===== config.mk =====
export PLATFORM = sky130hd
export DESIGN_NAME = rcs_reset_cause_status
export DESIGN_NICKNAME = d
export VERILOG_FILES = /design/src/rcs_pkg.sv /design/src/rcs_cause_if.sv /design/src/rcs_cause_detect.sv /design/src/rcs_reset_cause_status.sv
export SDC_FILE = /design/constraint.sdc
export NUM_CORES = 1
export LEC_CHECK = 0
export ABC_AREA = 1
export BUFFER_PORTS_ARGS = -buffer_cell sky130_fd_sc_hd__buf_4
export CORE_UTILIZATION = 51
export DETAILED_ROUTE_END_ITERATION = 8
export GPL_ROUTABILITY_DRIVEN = 0
export PLACE_DENSITY = 0.74
export SYNTH_ARGS = -nofsm -noshare
export SYNTH_HDL_FRONTEND = slang
export SYNTH_HIERARCHICAL = 1
export SYNTH_SLANG_ARGS = --single-unit

===== constraint.sdc =====
create_clock -name clock_i -period 1.8 [get_ports clock_i]
set_input_delay 0.45 -clock clock_i [delete_from_list [all_inputs] [get_ports clock_i]]
set_output_delay 0.45 -clock clock_i [all_outputs]
set_load 0.05 [all_outputs]

===== src/rcs_pkg.sv =====
/*
 * Package for the reset cause status block: register addresses, field positions,
 * reset values and the reset-cause enumeration.
 * Assumes an 8-bit register port with one write strobe qualified by a debug-access input.
 */
package rcs_pkg;

    // ------------------------------------------------------------
    // Register addresses
    // ------------------------------------------------------------
    localparam logic [3:0] RCS_ADDR_STATUS = 4'h0;
    localparam logic [3:0] RCS_ADDR_FORCE = 4'h1;

    // ------------------------------------------------------------
    // Field positions
    // ------------------------------------------------------------
    localparam int RCS_BIT_POWER_ON = 7;
    localparam int RCS_BIT_PIN = 6;
    localparam int RCS_BIT_WATCHDOG = 5;
    localparam int RCS_BIT_ILLEGAL_OPCODE = 4;
    localparam int RCS_BIT_ILLEGAL_ADDRESS = 3;
    localparam int RCS_BIT_LOW_VOLTAGE = 1;
    localparam int RCS_BIT_FORCE_RESET = 0;

    // ------------------------------------------------------------
    // Values
    // ------------------------------------------------------------
    localparam logic [7:0] RCS_STATUS_POR_VALUE = 8'h82;
    localparam logic [7:0] RCS_STATUS_IMPL_MASK = 8'hFA;
    localparam logic [7:0] RCS_FORCE_READ_VALUE = 8'h00;
    localparam logic [7:0] RCS_ZERO_BYTE = 8'h00;
    localparam logic [3:0] RCS_RESET_HOLD_CYCLES = 4'h4;

    typedef enum logic [2:0] {
        RCS_CAUSE_NONE,
        RCS_CAUSE_LOW_VOLTAGE,
        RCS_CAUSE_OTHER,
        RCS_CAUSE_FORCED
    } rcs_cause_t;

endpackage : rcs_pkg


===== src/rcs_cause_if.sv =====
/*
 * Interface carrying the decoded reset request from the cause detector to the top.
 * Assumes both ends run on clock_i.
 */
`timescale 1ns/1ps
`default_nettype none
interface rcs_cause_if;
    import rcs_pkg::*;
    logic request;
    rcs_cause_t cause;
    logic [7:0] flags;
    modport source (output request, output cause, output flags);
    modport sink (input request, input cause, input flags);
endinterface : rcs_cause_if
`default_nettype wire


===== src/rcs_cause_detect.sv =====
/*
 * Combinational priority decode of the synchronised reset sources.
 * Assumes all inputs are already in the clock_i domain.
 */
`timescale 1ns/1ps
`default_nettype none
module rcs_cause_detect
    import rcs_pkg::*;
(
    input wire logic pin_reset_i,
    input wire logic watchdog_expired_i,
    input wire logic watchdog_enable_i,
    input wire logic stop_exec_i,
    input wire logic stop_enable_i,
    input wire logic bg_entry_exec_i,
    input wire logic debug_mode_enable_i,
    input wire logic illegal_opcode_i,
    input wire logic illegal_address_i,
    input wire logic low_voltage_i,
    input wire logic low_voltage_reset_enable_i,
    input wire logic force_i,
    rcs_cause_if.source cause_o
);

    logic watchdog_hit;
    logic opcode_hit;

    always_comb
    begin
        watchdog_hit = watchdog_expired_i & watchdog_enable_i;
        opcode_hit = illegal_opcode_i
            | (stop_exec_i & ~stop_enable_i)
            | (bg_entry_exec_i & ~debug_mode_enable_i);
        cause_o.flags = RCS_ZERO_BYTE;
        cause_o.flags[RCS_BIT_PIN] = pin_reset_i;
        cause_o.flags[RCS_BIT_WATCHDOG] = watchdog_hit;
        cause_o.flags[RCS_BIT_ILLEGAL_OPCODE] = opcode_hit;
        cause_o.flags[RCS_BIT_ILLEGAL_ADDRESS] = illegal_address_i;
        cause_o.request = 1'b1;
        if (low_voltage_i && low_voltage_reset_enable_i)
        begin
            cause_o.cause = RCS_CAUSE_LOW_VOLTAGE;
        end
        else if (pin_reset_i || watchdog_hit || opcode_hit || illegal_address_i)
        begin
            cause_o.cause = RCS_CAUSE_OTHER;
        end
        else if (force_i)
        begin
            cause_o.cause = RCS_CAUSE_FORCED;
        end
        else
        begin
            cause_o.cause = RCS_CAUSE_NONE;
            cause_o.request = 1'b0;
        end
    end

endmodule : rcs_cause_detect
`default_nettype wire


===== src/rcs_reset_cause_status.sv =====
/*
 * Top of the reset cause status block: status register, debug force-reset register,
 * watchdog service strobe and system reset request.
 * Assumes power-on is rst_n_i, pins and event inputs come from outside the clock domain.
 */
`timescale 1ns/1ps
`default_nettype none
// Notes on behaviour
// - Read-only status register records which source caused the latest reset.
// - A debug forced reset leaves every status flag cleared.
// - Any write to the status address restarts the watchdog, flags unchanged.
// - Power-on sets bit 7 and bit 1, clears all others.
// - Enabled low-voltage reset sets bit 1, keeps bit 7, clears others.
// - Other resets clear bits 7 and 1, set active causes, clear rest.
// - Low level on reset terminal sets bit 6.
// - Watchdog timeout sets bit 5, blocked while watchdog enable is zero.
// - Illegal opcode resets and sets bit 4.
// - Stop with stop enable zero counts as illegal opcode.
// - Background entry with debug enable zero counts as illegal opcode.
// - Access to unimplemented address resets and sets bit 3.
// - Force-reset register is write-only and reads zero.
// - User program writes to force-reset register are ignored.
// - Debug write of one to bit 0 forces a full reset.
module rcs_reset_cause_status
    import rcs_pkg::*;
(
    input wire logic clock_i,
    input wire logic rst_n_i,
    input wire logic [3:0] reg_addr_i,
    input wire logic [7:0] reg_wdata_i,
    input wire logic reg_write_i,
    input wire logic reg_debug_i,
    input wire logic reg_read_i,
    input wire logic reset_pin_n_i,
    input wire logic watchdog_expired_i,
    input wire logic watchdog_enable_i,
    input wire logic stop_exec_i,
    input wire logic stop_enable_i,
    input wire logic bg_entry_exec_i,
    input wire logic debug_mode_enable_i,
    input wire logic illegal_opcode_i,
    input wire logic illegal_address_i,
    input wire logic low_voltage_i,
    input wire logic low_voltage_reset_enable_i,
    output logic [7:0] reg_rdata_o,
    output logic watchdog_service_o,
    output logic system_reset_o
);

    // ------------------------------------------------------------
    // Input synchronisers
    // ------------------------------------------------------------
    localparam int NSYNC = 10;
    logic [NSYNC-1:0] sync_raw;
    logic [NSYNC-1:0] sync_a;
    logic [NSYNC-1:0] sync_b;

    assign sync_raw = {~reset_pin_n_i, watchdog_expired_i, watchdog_enable_i, stop_exec_i, stop_enable_i,
                       bg_entry_exec_i, debug_mode_enable_i, illegal_opcode_i, illegal_address_i, low_voltage_i};

    always_ff @(posedge clock_i or negedge rst_n_i)
    begin
        if (!rst_n_i)
        begin
            sync_a <= '0;
            sync_b <= '0;
        end
        else
        begin
            sync_a <= sync_raw;
            sync_b <= sync_a;
        end
    end

    logic lvre_a;
    logic lvre_b;
    always_ff @(posedge clock_i or negedge rst_n_i)
    begin
        if (!rst_n_i)
        begin
            lvre_a <= 1'b0;
            lvre_b <= 1'b0;
        end
        else
        begin
            lvre_a <= low_voltage_reset_enable_i;
            lvre_b <= lvre_a;
        end
    end

    // ------------------------------------------------------------
    // Cause decode
    // ------------------------------------------------------------
    rcs_cause_if cause_bus ();
    logic force_pending;

    rcs_cause_detect u_detect (
        .pin_reset_i(sync_b[9]),
        .watchdog_expired_i(sync_b[8]),
        .watchdog_enable_i(sync_b[7]),
        .stop_exec_i(sync_b[6]),
        .stop_enable_i(sync_b[5]),
        .bg_entry_exec_i(sync_b[4]),
        .debug_mode_enable_i(sync_b[3]),
        .illegal_opcode_i(sync_b[2]),
        .illegal_address_i(sync_b[1]),
        .low_voltage_i(sync_b[0]),
        .low_voltage_reset_enable_i(lvre_b),
        .force_i(force_pending),
        .cause_o(cause_bus.source)
    );

    // ------------------------------------------------------------
    // Register state
    // ------------------------------------------------------------
    logic [7:0] status;
    logic [7:0] next_status;
    logic next_force_pending;
    logic [3:0] hold_count;
    logic [3:0] next_hold_count;
    logic [7:0] next_rdata;
    logic next_service;
    logic next_system_reset;
    logic status_write;
    logic force_write;

    always_comb
    begin
        status_write = reg_write_i && (reg_addr_i == RCS_ADDR_STATUS);
        force_write = reg_write_i && reg_debug_i && (reg_addr_i == RCS_ADDR_FORCE);
        next_status = status;
        next_force_pending = force_pending;
        next_hold_count = hold_count;
        next_service = status_write;
        next_system_reset = 1'b0;
        next_rdata = RCS_ZERO_BYTE;
        if (force_write && reg_wdata_i[RCS_BIT_FORCE_RESET])
        begin
            next_force_pending = 1'b1;
        end
        if (hold_count != 4'h0)
        begin
            next_hold_count = hold_count - 4'h1;
            next_system_reset = 1'b1;
        end
        else if (cause_bus.request)
        begin
            next_hold_count = RCS_RESET_HOLD_CYCLES;
            next_system_reset = 1'b1;
            next_force_pending = 1'b0;
            case (cause_bus.cause)
                RCS_CAUSE_LOW_VOLTAGE:
                begin
                    next_status = RCS_ZERO_BYTE;
                    next_status[RCS_BIT_POWER_ON] = status[RCS_BIT_POWER_ON];
                    next_status[RCS_BIT_LOW_VOLTAGE] = 1'b1;
                end
                RCS_CAUSE_OTHER:
                begin
                    next_status = cause_bus.flags & RCS_STATUS_IMPL_MASK;
                end
                RCS_CAUSE_FORCED:
                begin
                    next_status = RCS_ZERO_BYTE;
                end
                default:
                begin
                    next_status = status;
                end
            endcase
        end
        if (reg_read_i)
        begin
            if (reg_addr_i == RCS_ADDR_STATUS)
            begin
                next_rdata = status & RCS_STATUS_IMPL_MASK;
            end
            else
            begin
                next_rdata = RCS_FORCE_READ_VALUE;
            end
        end
    end

    always_ff @(posedge clock_i or negedge rst_n_i)
    begin
        if (!rst_n_i)
        begin
            status <= RCS_STATUS_POR_VALUE;
            force_pending <= 1'b0;
            hold_count <= 4'h0;
            reg_rdata_o <= RCS_ZERO_BYTE;
            watchdog_service_o <= 1'b0;
            system_reset_o <= 1'b0;
        end
        else
        begin
            status <= next_status;
            force_pending <= next_force_pending;
            hold_count <= next_hold_count;
            reg_rdata_o <= next_rdata;
            watchdog_service_o <= next_service;
            system_reset_o <= next_system_reset;
        end
    end

endmodule : rcs_reset_cause_status
`default_nettype wire


Word-level counts from Yosys, hierarchy flattened:

Cells that the tools add are included.
Widths: inputs -> output; s select.

* register bits after elaboration: 45
* bits of input ports: 28
* output and inout bits: 10
* logic and storage cells: 57

* $add $sub $neg: 1
* eq/ne operators: 4
* multiplexer cells: 16
* bitwise operators: 10
* reduce and logical (&&, ||, !) cells: 15

Operator list (number)
* $pmux 8 s3: 1
* $mux 8: 2
* $mux 1: 8
* $mux 4: 2
* $eq 3x2->1 const B: 2
* $mux 3: 2
* $logic_and 1x1->1: 5
* $not 1->1: 5
* $eq 4x1->1 const B: 1
* $logic_not 4->1: 1
* $reduce_and 4->1: 1
* $reduce_bool 2->1: 2
* $reduce_bool 4->1: 1
* $sub 4x1->4 const B: 1
* $and 1x1->1: 3
* $eq 3x1->1 const B: 1
* $logic_or 1x1->1: 3
* $reduce_and 3->1: 1
* $reduce_bool 3->1: 1
* $mux 2: 1
* $or 1x1->1: 2

Logic depth before layout (Yosys ltp):

Gate-level depths: netlist (run 1).

* depth after elaboration: 11
* gate-level depth with buffers: 11
* depth with buffers taken out: 11

Modules after synthesis:

Netlist (run 1), hierarchy kept.

Modules (own cells, without submodules)
* rcs_reset_cause_status: times used 1, cells an instance 118, area an instance 1410.1 sq um, seq. area each 1028.5 sq um
* rcs_cause_detect: times used 1, cells an instance 31, area an instance 167.7 sq um, seq. area each 0.0 sq um

Least setup slack after synthesis (run 1):

No wires, ideal clock.

* path type: register to register
* start: reg sync_b[6]
* end: reg status[3]
* setup time: 0.121 ns
* arrival: 1.201 ns
* required time: 1.679 ns
* path slack: 0.478 ns
* stages on the path, launching flop included: 11
* buffers on the path: 0
* period minus slack after synthesis: 1.322 ns
* path through: dfrtp_1 inv_1 nor2_2 nor2_2 nand3_1 nand2_1 inv_1 o21ai_2 nor2_4 nand2_1 nand2_1

* cells in the longest elaborated chain, start to end: 10
* elaborated cells on any way between the ends: 15
* classes of those cells: 3 x eq/ne; 5 x mux; 3 x bitwise; 4 x reduce/logical

RTL lines
* from (decl): line rcs_reset_cause_status.sv:56 `logic [NSYNC-1:0] sync_b;`
* from (signal assigned): line rcs_reset_cause_status.sv:71 `sync_b <= sync_a;`
* $and 1x1->1 (*): line rcs_cause_detect.sv:32 `| (stop_exec_i & ~stop_enable_i)`
* $or 1x1->1 (*): line rcs_cause_detect.sv:32
* $or 1x1->1 (*): line rcs_cause_detect.sv:33 `| (bg_entry_exec_i & ~debug_mode_enable_i);`
* $logic_or 1x1->1 (*) (2 in series): line rcs_cause_detect.sv:44 `else if (pin_reset_i || watchdog_hit || opcode_hit || illegal_address_i)`
* $mux 3 (*): line rcs_cause_detect.sv:44
* $mux 3 (*): line rcs_cause_detect.sv:40 `if (low_voltage_i && low_voltage_reset_enable_i)`
* via cause_bus.cause[1]: line rcs_cause_if.sv:10 `rcs_cause_t cause;`
* $eq 3x2->1 or $eq 3x1->1 (tied branches): line rcs_reset_cause_status.sv:151 `case (cause_bus.cause)`
* $reduce_bool 3->1 (no source line)
* $reduce_and 3->1 (no source line)
* to (signal assigned): line rcs_reset_cause_status.sv:198 `status <= next_status;`
* to (decl): line rcs_reset_cause_status.sv:116 `logic [7:0] status;`

The timed path passes the listed nets; every way through them passes the cells marked *. The select of a mux whose other input is x is not followed.
A chain may end at the register's enable or synchronous reset.

Worst setup path after layout (run 1):

* start: reg sync_b[4]
* end: reg status[6]

* cells in the longest elaborated chain, start to end: 9
* elaborated cells on any way between the ends: 14
* classes of those cells: 3 x eq/ne; 5 x mux; 2 x bitwise; 4 x reduce/logical

RTL lines (line)
* $and 1x1->1 (*): rcs_cause_detect.sv:33
* $or 1x1->1 (*): rcs_cause_detect.sv:33
* $logic_or 1x1->1 (*) (2 in series): rcs_cause_detect.sv:44
* $mux 3 (*): rcs_cause_detect.sv:44
* $mux 3 (*): rcs_cause_detect.sv:40
* via cause_bus.cause[1]: rcs_cause_if.sv:10
* $eq 3x2->1 or $eq 3x1->1 (tied branches): rcs_reset_cause_status.sv:151
* $reduce_bool 3->1 (no source line)
* $reduce_and 3->1 (no source line)

Marks and branches as above.

==> results.cfg, run 1 <==
[status]
status = finished, violations left
failed_checks = DRC

[timing]
timing.final.crit_share_pct = 79.6
fin_skew_ps = 9.06
setup-violations-final = 0
fin_crit_ps = 1430
maxSlewViolCount = 0
hold_viol = 0
totalNegativeSetupSlack_ps = 0
grt_setup_unrepaired = false
holdWs_ps = 59.6
maxClockFrequency_mhz = 698

[logic_synthesis]
postSynthAreaPerCell_um2 = 10.6
postSynthCellCount = 147
yosys_warnings = 6
netlist_area_mm2 = 0.00156

[critical_path]
reg2reg_to = status[6]
critical_path.max_fanout = 6
crit-reg2reg-launch = sync_b[4]
endpoint_kind = flip-flop
path_class = flip-flop to flip-flop
required_time_of_the_critical_path_ps = 2050
setup.worst_path.start_class = flip-flop
worst-endpoint-arrival_ps = 1680
r2r_slack_ps = 370
reg2regPathDepth = 10

[drt]
drc = 6
dr.pass1.iters = 8
vias_per_cell = 4.59
postRouteAntennaNets = 0
drt-initial-drc-count = 22
postRouteWirelength_um = 2010
post_drt_wl_per_cell_um = 9.66
vias = 954

[floorplan]
dieArea_mm2 = 0.00329
dieWidth_um = 57.4
rows = 19
boundaryPins = 38
design.core.area_mm2 = 0.00283
initial_utilization_pct = 55.2
floorplan.die.height_um = 57.4

[grt]
grt_start_max_net_pins = 42
global_route.usage.met2_pct = 26.6
grt_first_pass_wirelength_um = 3560
busiest_layer = met2
grt_overflow_total = 0
number_of_global_route_vias_before_repair = 945
grt.met1_usage_pct = 14.5
initial_antenna_violation_count = 0
track_usage_pct = 14.8
met3_usage_pct = 4.76

[placement]
hpwl_after_detailed_placement_um = 1400
io_buffers = 28
post-place-cells = 200

[clocking]
tritoncts_clock_tree = done
cts.sink_count = 41
cts_made_buffers = 5
postCtsSetupRepairBufs = 0
root_driver = sky130_fd_sc_hd__clkbuf_4
ctsLongestPathBuffers = 2
number_of_h_tree_branching_levels = 2
holdBufCountCts = 0
clock_pin_transition_on_the_worst_setup_and_hold_timing_paths_ps = 120
insertion_delay_ps = 340
post_cts_resize_count = 0

[power_and_ir_drop]
total_leakage_power_nw = 0.986
peakVddDrop_v = 0.000614
power_density_mw_per_mm2 = 1160

[final_layout]
antennaDiodeCount = 0
nNetsFinal = 204
utilization_pct = 65.2
areaGrowthSynthToFinish_pct = 18.0
final-instance-count-excl-fill = 208
layout-drive-gt1-share_pct = 28.2

[worst_hold_path]
hp-class = input port to async pin

[run]
drv.max_cap_violation_count = 0
## sequential cells by signal, summed over array words and instances, names as in the netlist
register,flops
force_pending,1
status,6
lvre_b,1
watchdog_service_o,1
sync_b,10
reg_rdata_o,6
sync_a,10
hold_count,4
lvre_a,1
system_reset_o,1
## report_power, final
group	switching (mW)	total, mW	internal [mW]
logic	0.244	0.400	0.156
registers	0.0696	1.13	1.06
clock network	0.283	0.613	0.330
## cells in the final DEF, fill, tap and decap left out, drive strengths merged, types with 2 or more instances in the layout
cell,instances
inv,27
clkbuf,6
nand2,29
o21ai,2
dfstp,2
buf,28
dfrtp,39
nor2,19
nand3,6
o21bai,6
conb,5
## metal layers
layer / share of wire [%] / vias to the layer above
met5: 0 / -
met4: 2.5 / 0
met3: 6.4 / 8
met2: 52 / 35
met1: 39 / 431
li1: - / 480
## worst max-delay path: stages, from the launching register on
cell,delay (ps)
sky130_fd_sc_hd__dfrtp_1,370
sky130_fd_sc_hd__nand2_1,60
sky130_fd_sc_hd__nand2_1,60
sky130_fd_sc_hd__nor2_2,130
sky130_fd_sc_hd__nand3_1,90
sky130_fd_sc_hd__nand2_1,60
sky130_fd_sc_hd__inv_1,70
sky130_fd_sc_hd__o21ai_2,300
sky130_fd_sc_hd__nor2_4,90
sky130_fd_sc_hd__nand2_1,70
sky130_fd_sc_hd__nand2_1,50
## per-stage QoR
stage | total power, mW | area [um2] | setup WS [ps]
final | 2.14 | 1840 | 366
after floorplan | 1.45 | 1570 | 478
after detailed placement | 1.54 | 1760 | 370
after global placement | 1.52 | 1760 | 376
after global routing | 2.27 | 1840 | 204
after CTS | 2.16 | 1840 | 345
## how the worst max path moves through the flow
stage	start	to	slack (ps)
5_1_grt	sync_b[3]	status[4]	200
2_1_floorplan	sync_b[6]	status[3]	480
3_3_place_gp	sync_b[4]	status[5]	380
4_1_cts	sync_b[4]	status[6]	340
6_report	sync_b[4]	status[6]	370
3_5_place_dp	sync_b[4]	status[6]	370
## layout make-up
cell class	instances	area, um2
Clock buffer	6	51.3
Clock inverter	2	37.5
Fill cell	228	985
Inverter	27	101
Multi-Input combinational cell	73	377
Sequential cell	41	1030
Tap cell	31	38.8
Timing Repair Buffer	28	210
No activity file was read; power rests on OpenSTA's default activity.
==> run 2, diff against run 1 <==
--- a/config.mk
+++ b/config.mk
@@ -5,12 +5,12 @@
 export SDC_FILE = /design/constraint.sdc
 export NUM_CORES = 1
 export LEC_CHECK = 0
-export ABC_AREA = 1
+export ABC_AREA = 0
 export BUFFER_PORTS_ARGS = -buffer_cell sky130_fd_sc_hd__buf_4
-export CORE_UTILIZATION = 51
+export CORE_UTILIZATION = 46
 export DETAILED_ROUTE_END_ITERATION = 8
 export GPL_ROUTABILITY_DRIVEN = 0
-export PLACE_DENSITY = 0.74
+export PLACE_DENSITY = 0.7
 export SYNTH_ARGS = -nofsm -noshare
 export SYNTH_HDL_FRONTEND = slang
 export SYNTH_HIERARCHICAL = 1
==> constraint.sdc (replaced) <==
create_clock -name clock_i -period 1.25 [get_ports clock_i]
set_input_delay 0.3125 -clock clock_i [delete_from_list [all_inputs] [get_ports clock_i]]
set_output_delay 0.3125 -clock clock_i [all_outputs]
set_load 0.05 [all_outputs]
==> run 2 against run 1 <==
  * The flow finishes with violations (setup timing)
  * Flip-flop and latch count unchanged
  * Largest cell class unchanged
  * Largest power group unchanged
  * Die area up 6.4%
  * Clock skew shrank 2.1 ps
==> results.cfg, run 2 <==
[logic_synthesis]
netlist_area_mm2 = 0.00150
postSynthAreaPerCell_um2 = 13.2
postSynthCellCount = 114
yosys_warnings = 6

[critical_path]
cp_num_buf_inv = 0
cpLargestDelayFamily = simple AND/OR/NAND/NOR gates
path_cells = a211o_1 -> or4_4 -> nand3b_1 -> and2b_2 -> nand2_4 -> o311ai_1
critical_path.max_fanout = 4
cpMaxStageDelayCell = sky130_fd_sc_hd__or4_4
path_class = flip-flop to flip-flop
setup.worst_path.start_class = flip-flop
worst-endpoint-arrival_ps = 2120
endpoint_kind = flip-flop
worst_path_largest_cell_delay_ps = 420
required_time_of_the_critical_path_ps = 1480

[floorplan]
boundaryPins = 38
rows = 20
floorplan.die.height_um = 59.2
dieWidth_um = 59.2
initial_utilization_pct = 48.8
design.core.area_mm2 = 0.00308
dieArea_mm2 = 0.00350

[power_and_ir_drop]
total_leakage_power_nw = 0.980
peakVddDrop_v = 0.00111
power_mw = 3.42
power_density_mw_per_mm2 = 1680

[final_layout]
layout_common_cells = 39 x sky130_fd_sc_hd__dfrtp_1, 35 x sky130_fd_sc_hd__buf_4, 11 x sky130_fd_sc_hd__nand2_1, 11 x sky130_fd_sc_hd__buf_6
final.fill_count = 245
antennaDiodeCount = 0
layout.cells.most_common = sky130_fd_sc_hd__dfrtp_1
layout-drive-gt1-share_pct = 46.0
areaGrowthSynthToFinish_pct = 35.6
nNetsFinal = 190
biggestRegsByFlops = sync_a: 10 flops, sync_b: 10 flops

[drt]
post_drt_wl_per_cell_um = 11.5
postRouteAntennaNets = 0
vias_per_cell = 4.70
drt-initial-drc-count = 8
dr.pass1.iters = 3
drc = 0
vias = 973
postRouteWirelength_um = 2380

[timing]
grt_setup_unrepaired = true
holdWs_ps = 57.3
hold_viol = 0
setup-violations-final = 9
maxClockFrequency_mhz = 530
final_worst_setup_slack_ps = -637
maxSlewViolCount = 0
fin_crit_ps = 1890
timing.final.crit_share_pct = 151
fin_skew_ps = 6.98

[clocking]
cts_made_buffers = 5
cts.sink_count = 41
insertion_delay_ps = 350
ctsLongestPathBuffers = 2
tritoncts_clock_tree = done
number_of_h_tree_branching_levels = 2
root_driver = sky130_fd_sc_hd__clkbuf_4
clock_pin_transition_on_the_worst_setup_and_hold_timing_paths_ps = 120

[grt]
grt_first_pass_wirelength_um = 3840
track_usage_pct = 15.8
number_of_global_route_vias_before_repair = 941
initial_antenna_violation_count = 0
grt_start_max_net_pins = 42
grt_overflow_total = 0

[placement]
io_buffers = 28
hpwl_after_detailed_placement_um = 1610

[status]
failed_checks = setup timing
status = finished, violations left

[run]
drv.max_cap_violation_count = 0

[worst_hold_path]
hp-class = input port to flip-flop
==> run 2: worst paths after layout <==
| kind | slack [ps] | cells after the start | from | end |
|---|---|---|---|---|
| min reg2reg | 360 | 0 | sync_a[4] | sync_b[4] |
| min in group asynchronous | 460 | 2 | rst_n_i | reg_rdata_o[3] |
| max reg2reg | -640 | 6 | sync_b[8] | status[5] |
| max | -640 | 6 | sync_b[8] | status[5] |
| min | 60 | 1 | low_voltage_reset_enable_i | lvre_a |
| max in group asynchronous | 430 | 2 | rst_n_i | status[7] |
==> run 2: cell type report <==
cell class              count  area, um2  share of cell area, %
repair buffers             47        397                   19.5
inverters                   2       7.51                  0.368
flip-flops and latches     41       1030                   50.5
well taps                  44       55.1                   2.70
clock inverters             3       46.3                   2.27
multi-input cells          65        467                   22.9
clock buffers               5       37.5                   1.84
==> run 2: stage by stage <==
step | TNS [ps] | utilization, % | instances | setup slack [ps] | area (um2)
6_report | -5300 | 66.2 | 207 | -637 | 2040
5_1_grt | -6020 | 66.2 | 207 | -720 | 2040
3_5_place_dp | -5120 | 59.3 | 193 | -633 | 1820
2_1_floorplan | -4040 | - | 117 | -526 | 1530
4_1_cts | -5070 | 64.5 | 206 | -618 | 1980
3_3_place_gp | -4720 | 59.3 | 193 | -579 | 1820
==> run 2: power by group <==
group / total (mW) / internal, mW / switching (mW)
Clock: 0.848 / 0.423 / 0.425
Combinational: 0.917 / 0.505 / 0.412
Sequential: 1.65 / 1.53 / 0.119
Total: 3.42 / 2.46 / 0.956
==> run 2: layer usage <==
metal / vias up / track usage (%) / part of all wire (%)
met5: - / 0 / 0
met4: 0 / 10.2 / 2.4
met3: 7 / 5.24 / 5.9
met2: 33 / 28.6 / 51
met1: 457 / 15.2 / 41
li1: 476 / - / -
==> run 2: what timing repair did <==
item	CTS	global route
hold buffers	1	0
resized for setup	9	12
endpoints found under the hold margin	39	0
pin swaps	3	2
setup buffers	5	2
endpoints found under the setup margin	10	18
==> run 3, diff against run 2 <==
--- a/config.mk
+++ b/config.mk
@@ -7,6 +7,7 @@
 export LEC_CHECK = 0
 export ABC_AREA = 0
 export BUFFER_PORTS_ARGS = -buffer_cell sky130_fd_sc_hd__buf_4
+export CORE_ASPECT_RATIO = 0.8
 export CORE_UTILIZATION = 46
 export DETAILED_ROUTE_END_ITERATION = 8
 export GPL_ROUTABILITY_DRIVEN = 0
==> run 3 against run 2 <==
  * Sequential power barely moved
  * Total power rose by 2.5%
  * Wire length rose by 4.2%
  * Via count rose by 1.4%
  * Die area barely moved
  * The run ends with hold timing, setup timing left
  * Critical endpoint is now status[3]
  * Highest routed layer unchanged
==> results.cfg, run 3 (same netlist as run 2, synthesis figures left out) <==
[status]
status = finished, violations left
failed_checks = hold timing, setup timing

[critical_path]
worst-endpoint-arrival_ps = 2070
cpMaxStageDelayCell = sky130_fd_sc_hd__or4_4
cp_num_buf_inv = 0
setup.worst_path.start_class = flip-flop
critical_path.max_fanout = 4
path_cells = a211o_1 -> or4_4 -> nand3b_1 -> and2b_2 -> nand2_4 -> o311ai_2
required_time_of_the_critical_path_ps = 1400
worst_path_largest_cell_delay_ps = 430
cpLargestDelayFamily = simple AND/OR/NAND/NOR gates
endpoint_kind = flip-flop
path_class = flip-flop to flip-flop

[grt]
track_usage_pct = 15.5
grt_start_max_net_pins = 42
initial_antenna_violation_count = 0
grt_overflow_total = 0
grt_first_pass_wirelength_um = 3870
number_of_global_route_vias_before_repair = 962

[drt]
postRouteAntennaNets = 0
drc = 0
drt-initial-drc-count = 33
dr.pass1.iters = 4
vias = 987
postRouteWirelength_um = 2480
post_drt_wl_per_cell_um = 12.5
vias_per_cell = 4.96

[final_layout]
antennaDiodeCount = 0
areaGrowthSynthToFinish_pct = 32.6
utilization_pct = 64.1
nNetsFinal = 187
layout-drive-gt1-share_pct = 45.3
layout.cells.most_common = sky130_fd_sc_hd__buf_4
biggestRegsByFlops = sync_a: 10 flops, sync_b: 10 flops
fin_area_mm2 = 0.00199
layout_common_cells = 42 x sky130_fd_sc_hd__buf_4, 39 x sky130_fd_sc_hd__dfrtp_1, 11 x sky130_fd_sc_hd__nand2_1

[placement]
dpl_cell_area_mm2 = 0.00182
hpwl_after_detailed_placement_um = 1720
io_buffers = 28

[floorplan]
rows = 18
boundaryPins = 38
floorplan.die.height_um = 53.1
dieArea_mm2 = 0.00350
dieWidth_um = 65.9
design.core.area_mm2 = 0.00311
initial_utilization_pct = 48.3

[clocking]
insertion_delay_ps = 280
ctsLongestPathBuffers = 2
cts.sink_count = 41
clock_pin_transition_on_the_worst_setup_and_hold_timing_paths_ps = 70
number_of_h_tree_branching_levels = 2
holdBufCountCts = 0
root_driver = sky130_fd_sc_hd__clkbuf_8
tritoncts_clock_tree = done
cts_made_buffers = 5

[worst_hold_path]
hp-class = input port to async pin

[power_and_ir_drop]
power_density_mw_per_mm2 = 1760
total_leakage_power_nw = 0.966
power.share.combinational_pct = 24.6
power.sequential.fraction_pct = 47.3
power_switching_share_pct = 26.6
cellInternalPower_mw = 2.57
total_switching_power_mw = 0.931
peakVddDrop_v = 0.000880
power_mw = 3.50
power.share.clock_pct = 28.1

[timing]
hold_viol = 16
maxClockFrequency_mhz = 521
setup-violations-final = 9
fin_crit_ps = 1920
maxSlewViolCount = 0
holdWs_ps = -12.3
grt_setup_unrepaired = true
final_worst_setup_slack_ps = -670
fin_skew_ps = 3.48
timing.final.crit_share_pct = 154

[run]
drv.max_cap_violation_count = 0
run 3: path summary, 6_finish.rpt:
check	slack, ps	cells after the start	to	start
worst max-delay path	-670	6	status[3]	sync_b[8]
worst min-delay path	-10	1	lvre_a	rst_n_i
worst max register to register	-670	6	status[3]	sync_b[8]
worst min register to register	350	0	sync_b[4]	sync_a[4]
max in group asynchronous	910	1	status[7]	rst_n_i
min in group clock_i	130	1	sync_a[5]	stop_enable_i
run 3: power groups by stage:
stage / logic (mW) / clock network (mW) / registers (mW)
floorplan: 0.395 / 0 / 1.70
global placement: 0.685 / 0 / 1.69
detailed placement: 0.716 / 0 / 1.69
CTS: 0.788 / 1.01 / 1.65
global route: 0.939 / 1.07 / 1.68
finish: 0.862 / 0.983 / 1.66
run 3: through the flow:
| stage | TNS, ps | std cells | worst slack [ps] |
|---|---|---|---|
| 2_1_floorplan | -4040 | 117 | -526 |
| 3_3_place_gp | -4720 | 189 | -578 |
| 3_5_place_dp | -5170 | 189 | -637 |
| 4_1_cts | -5010 | 198 | -631 |
| 5_1_grt | -6410 | 199 | -794 |
| 6_report | -5490 | 199 | -670 |
run 3: area by class of cell:
type	count	area (um2)
fillers	240	1110
flip-flops and latches	41	1030
multi-input cells	65	465
repair buffers	44	338
clock buffers	5	68.8
well taps	40	50.0
clock inverters	2	35.0
inverters	2	7.51
run 3: timing repair:
action,4_1_cts,5_1_grt
pin swaps,3,0
setup buffers,2,1
resized for setup,5,5
endpoints found under the setup margin,10,9
run 3: worst register-to-register path: stages (launching register included):
cell	delay [ps]
sky130_fd_sc_hd__dfrtp_1	370
sky130_fd_sc_hd__a211o_1	290
sky130_fd_sc_hd__or4_4	430
sky130_fd_sc_hd__nand3b_1	240
sky130_fd_sc_hd__and2b_2	260
sky130_fd_sc_hd__nand2_4	100
sky130_fd_sc_hd__o311ai_2	100
run 3: metal layers:
layer  part of all wire [%]  vias up  track usage, %
met2                     50       37            26.7
met3                    6.6        7            5.39
li1                       -      467               -
met5                      0        -               0
met1                     41      476            16.7
met4                    1.9        0            8.33
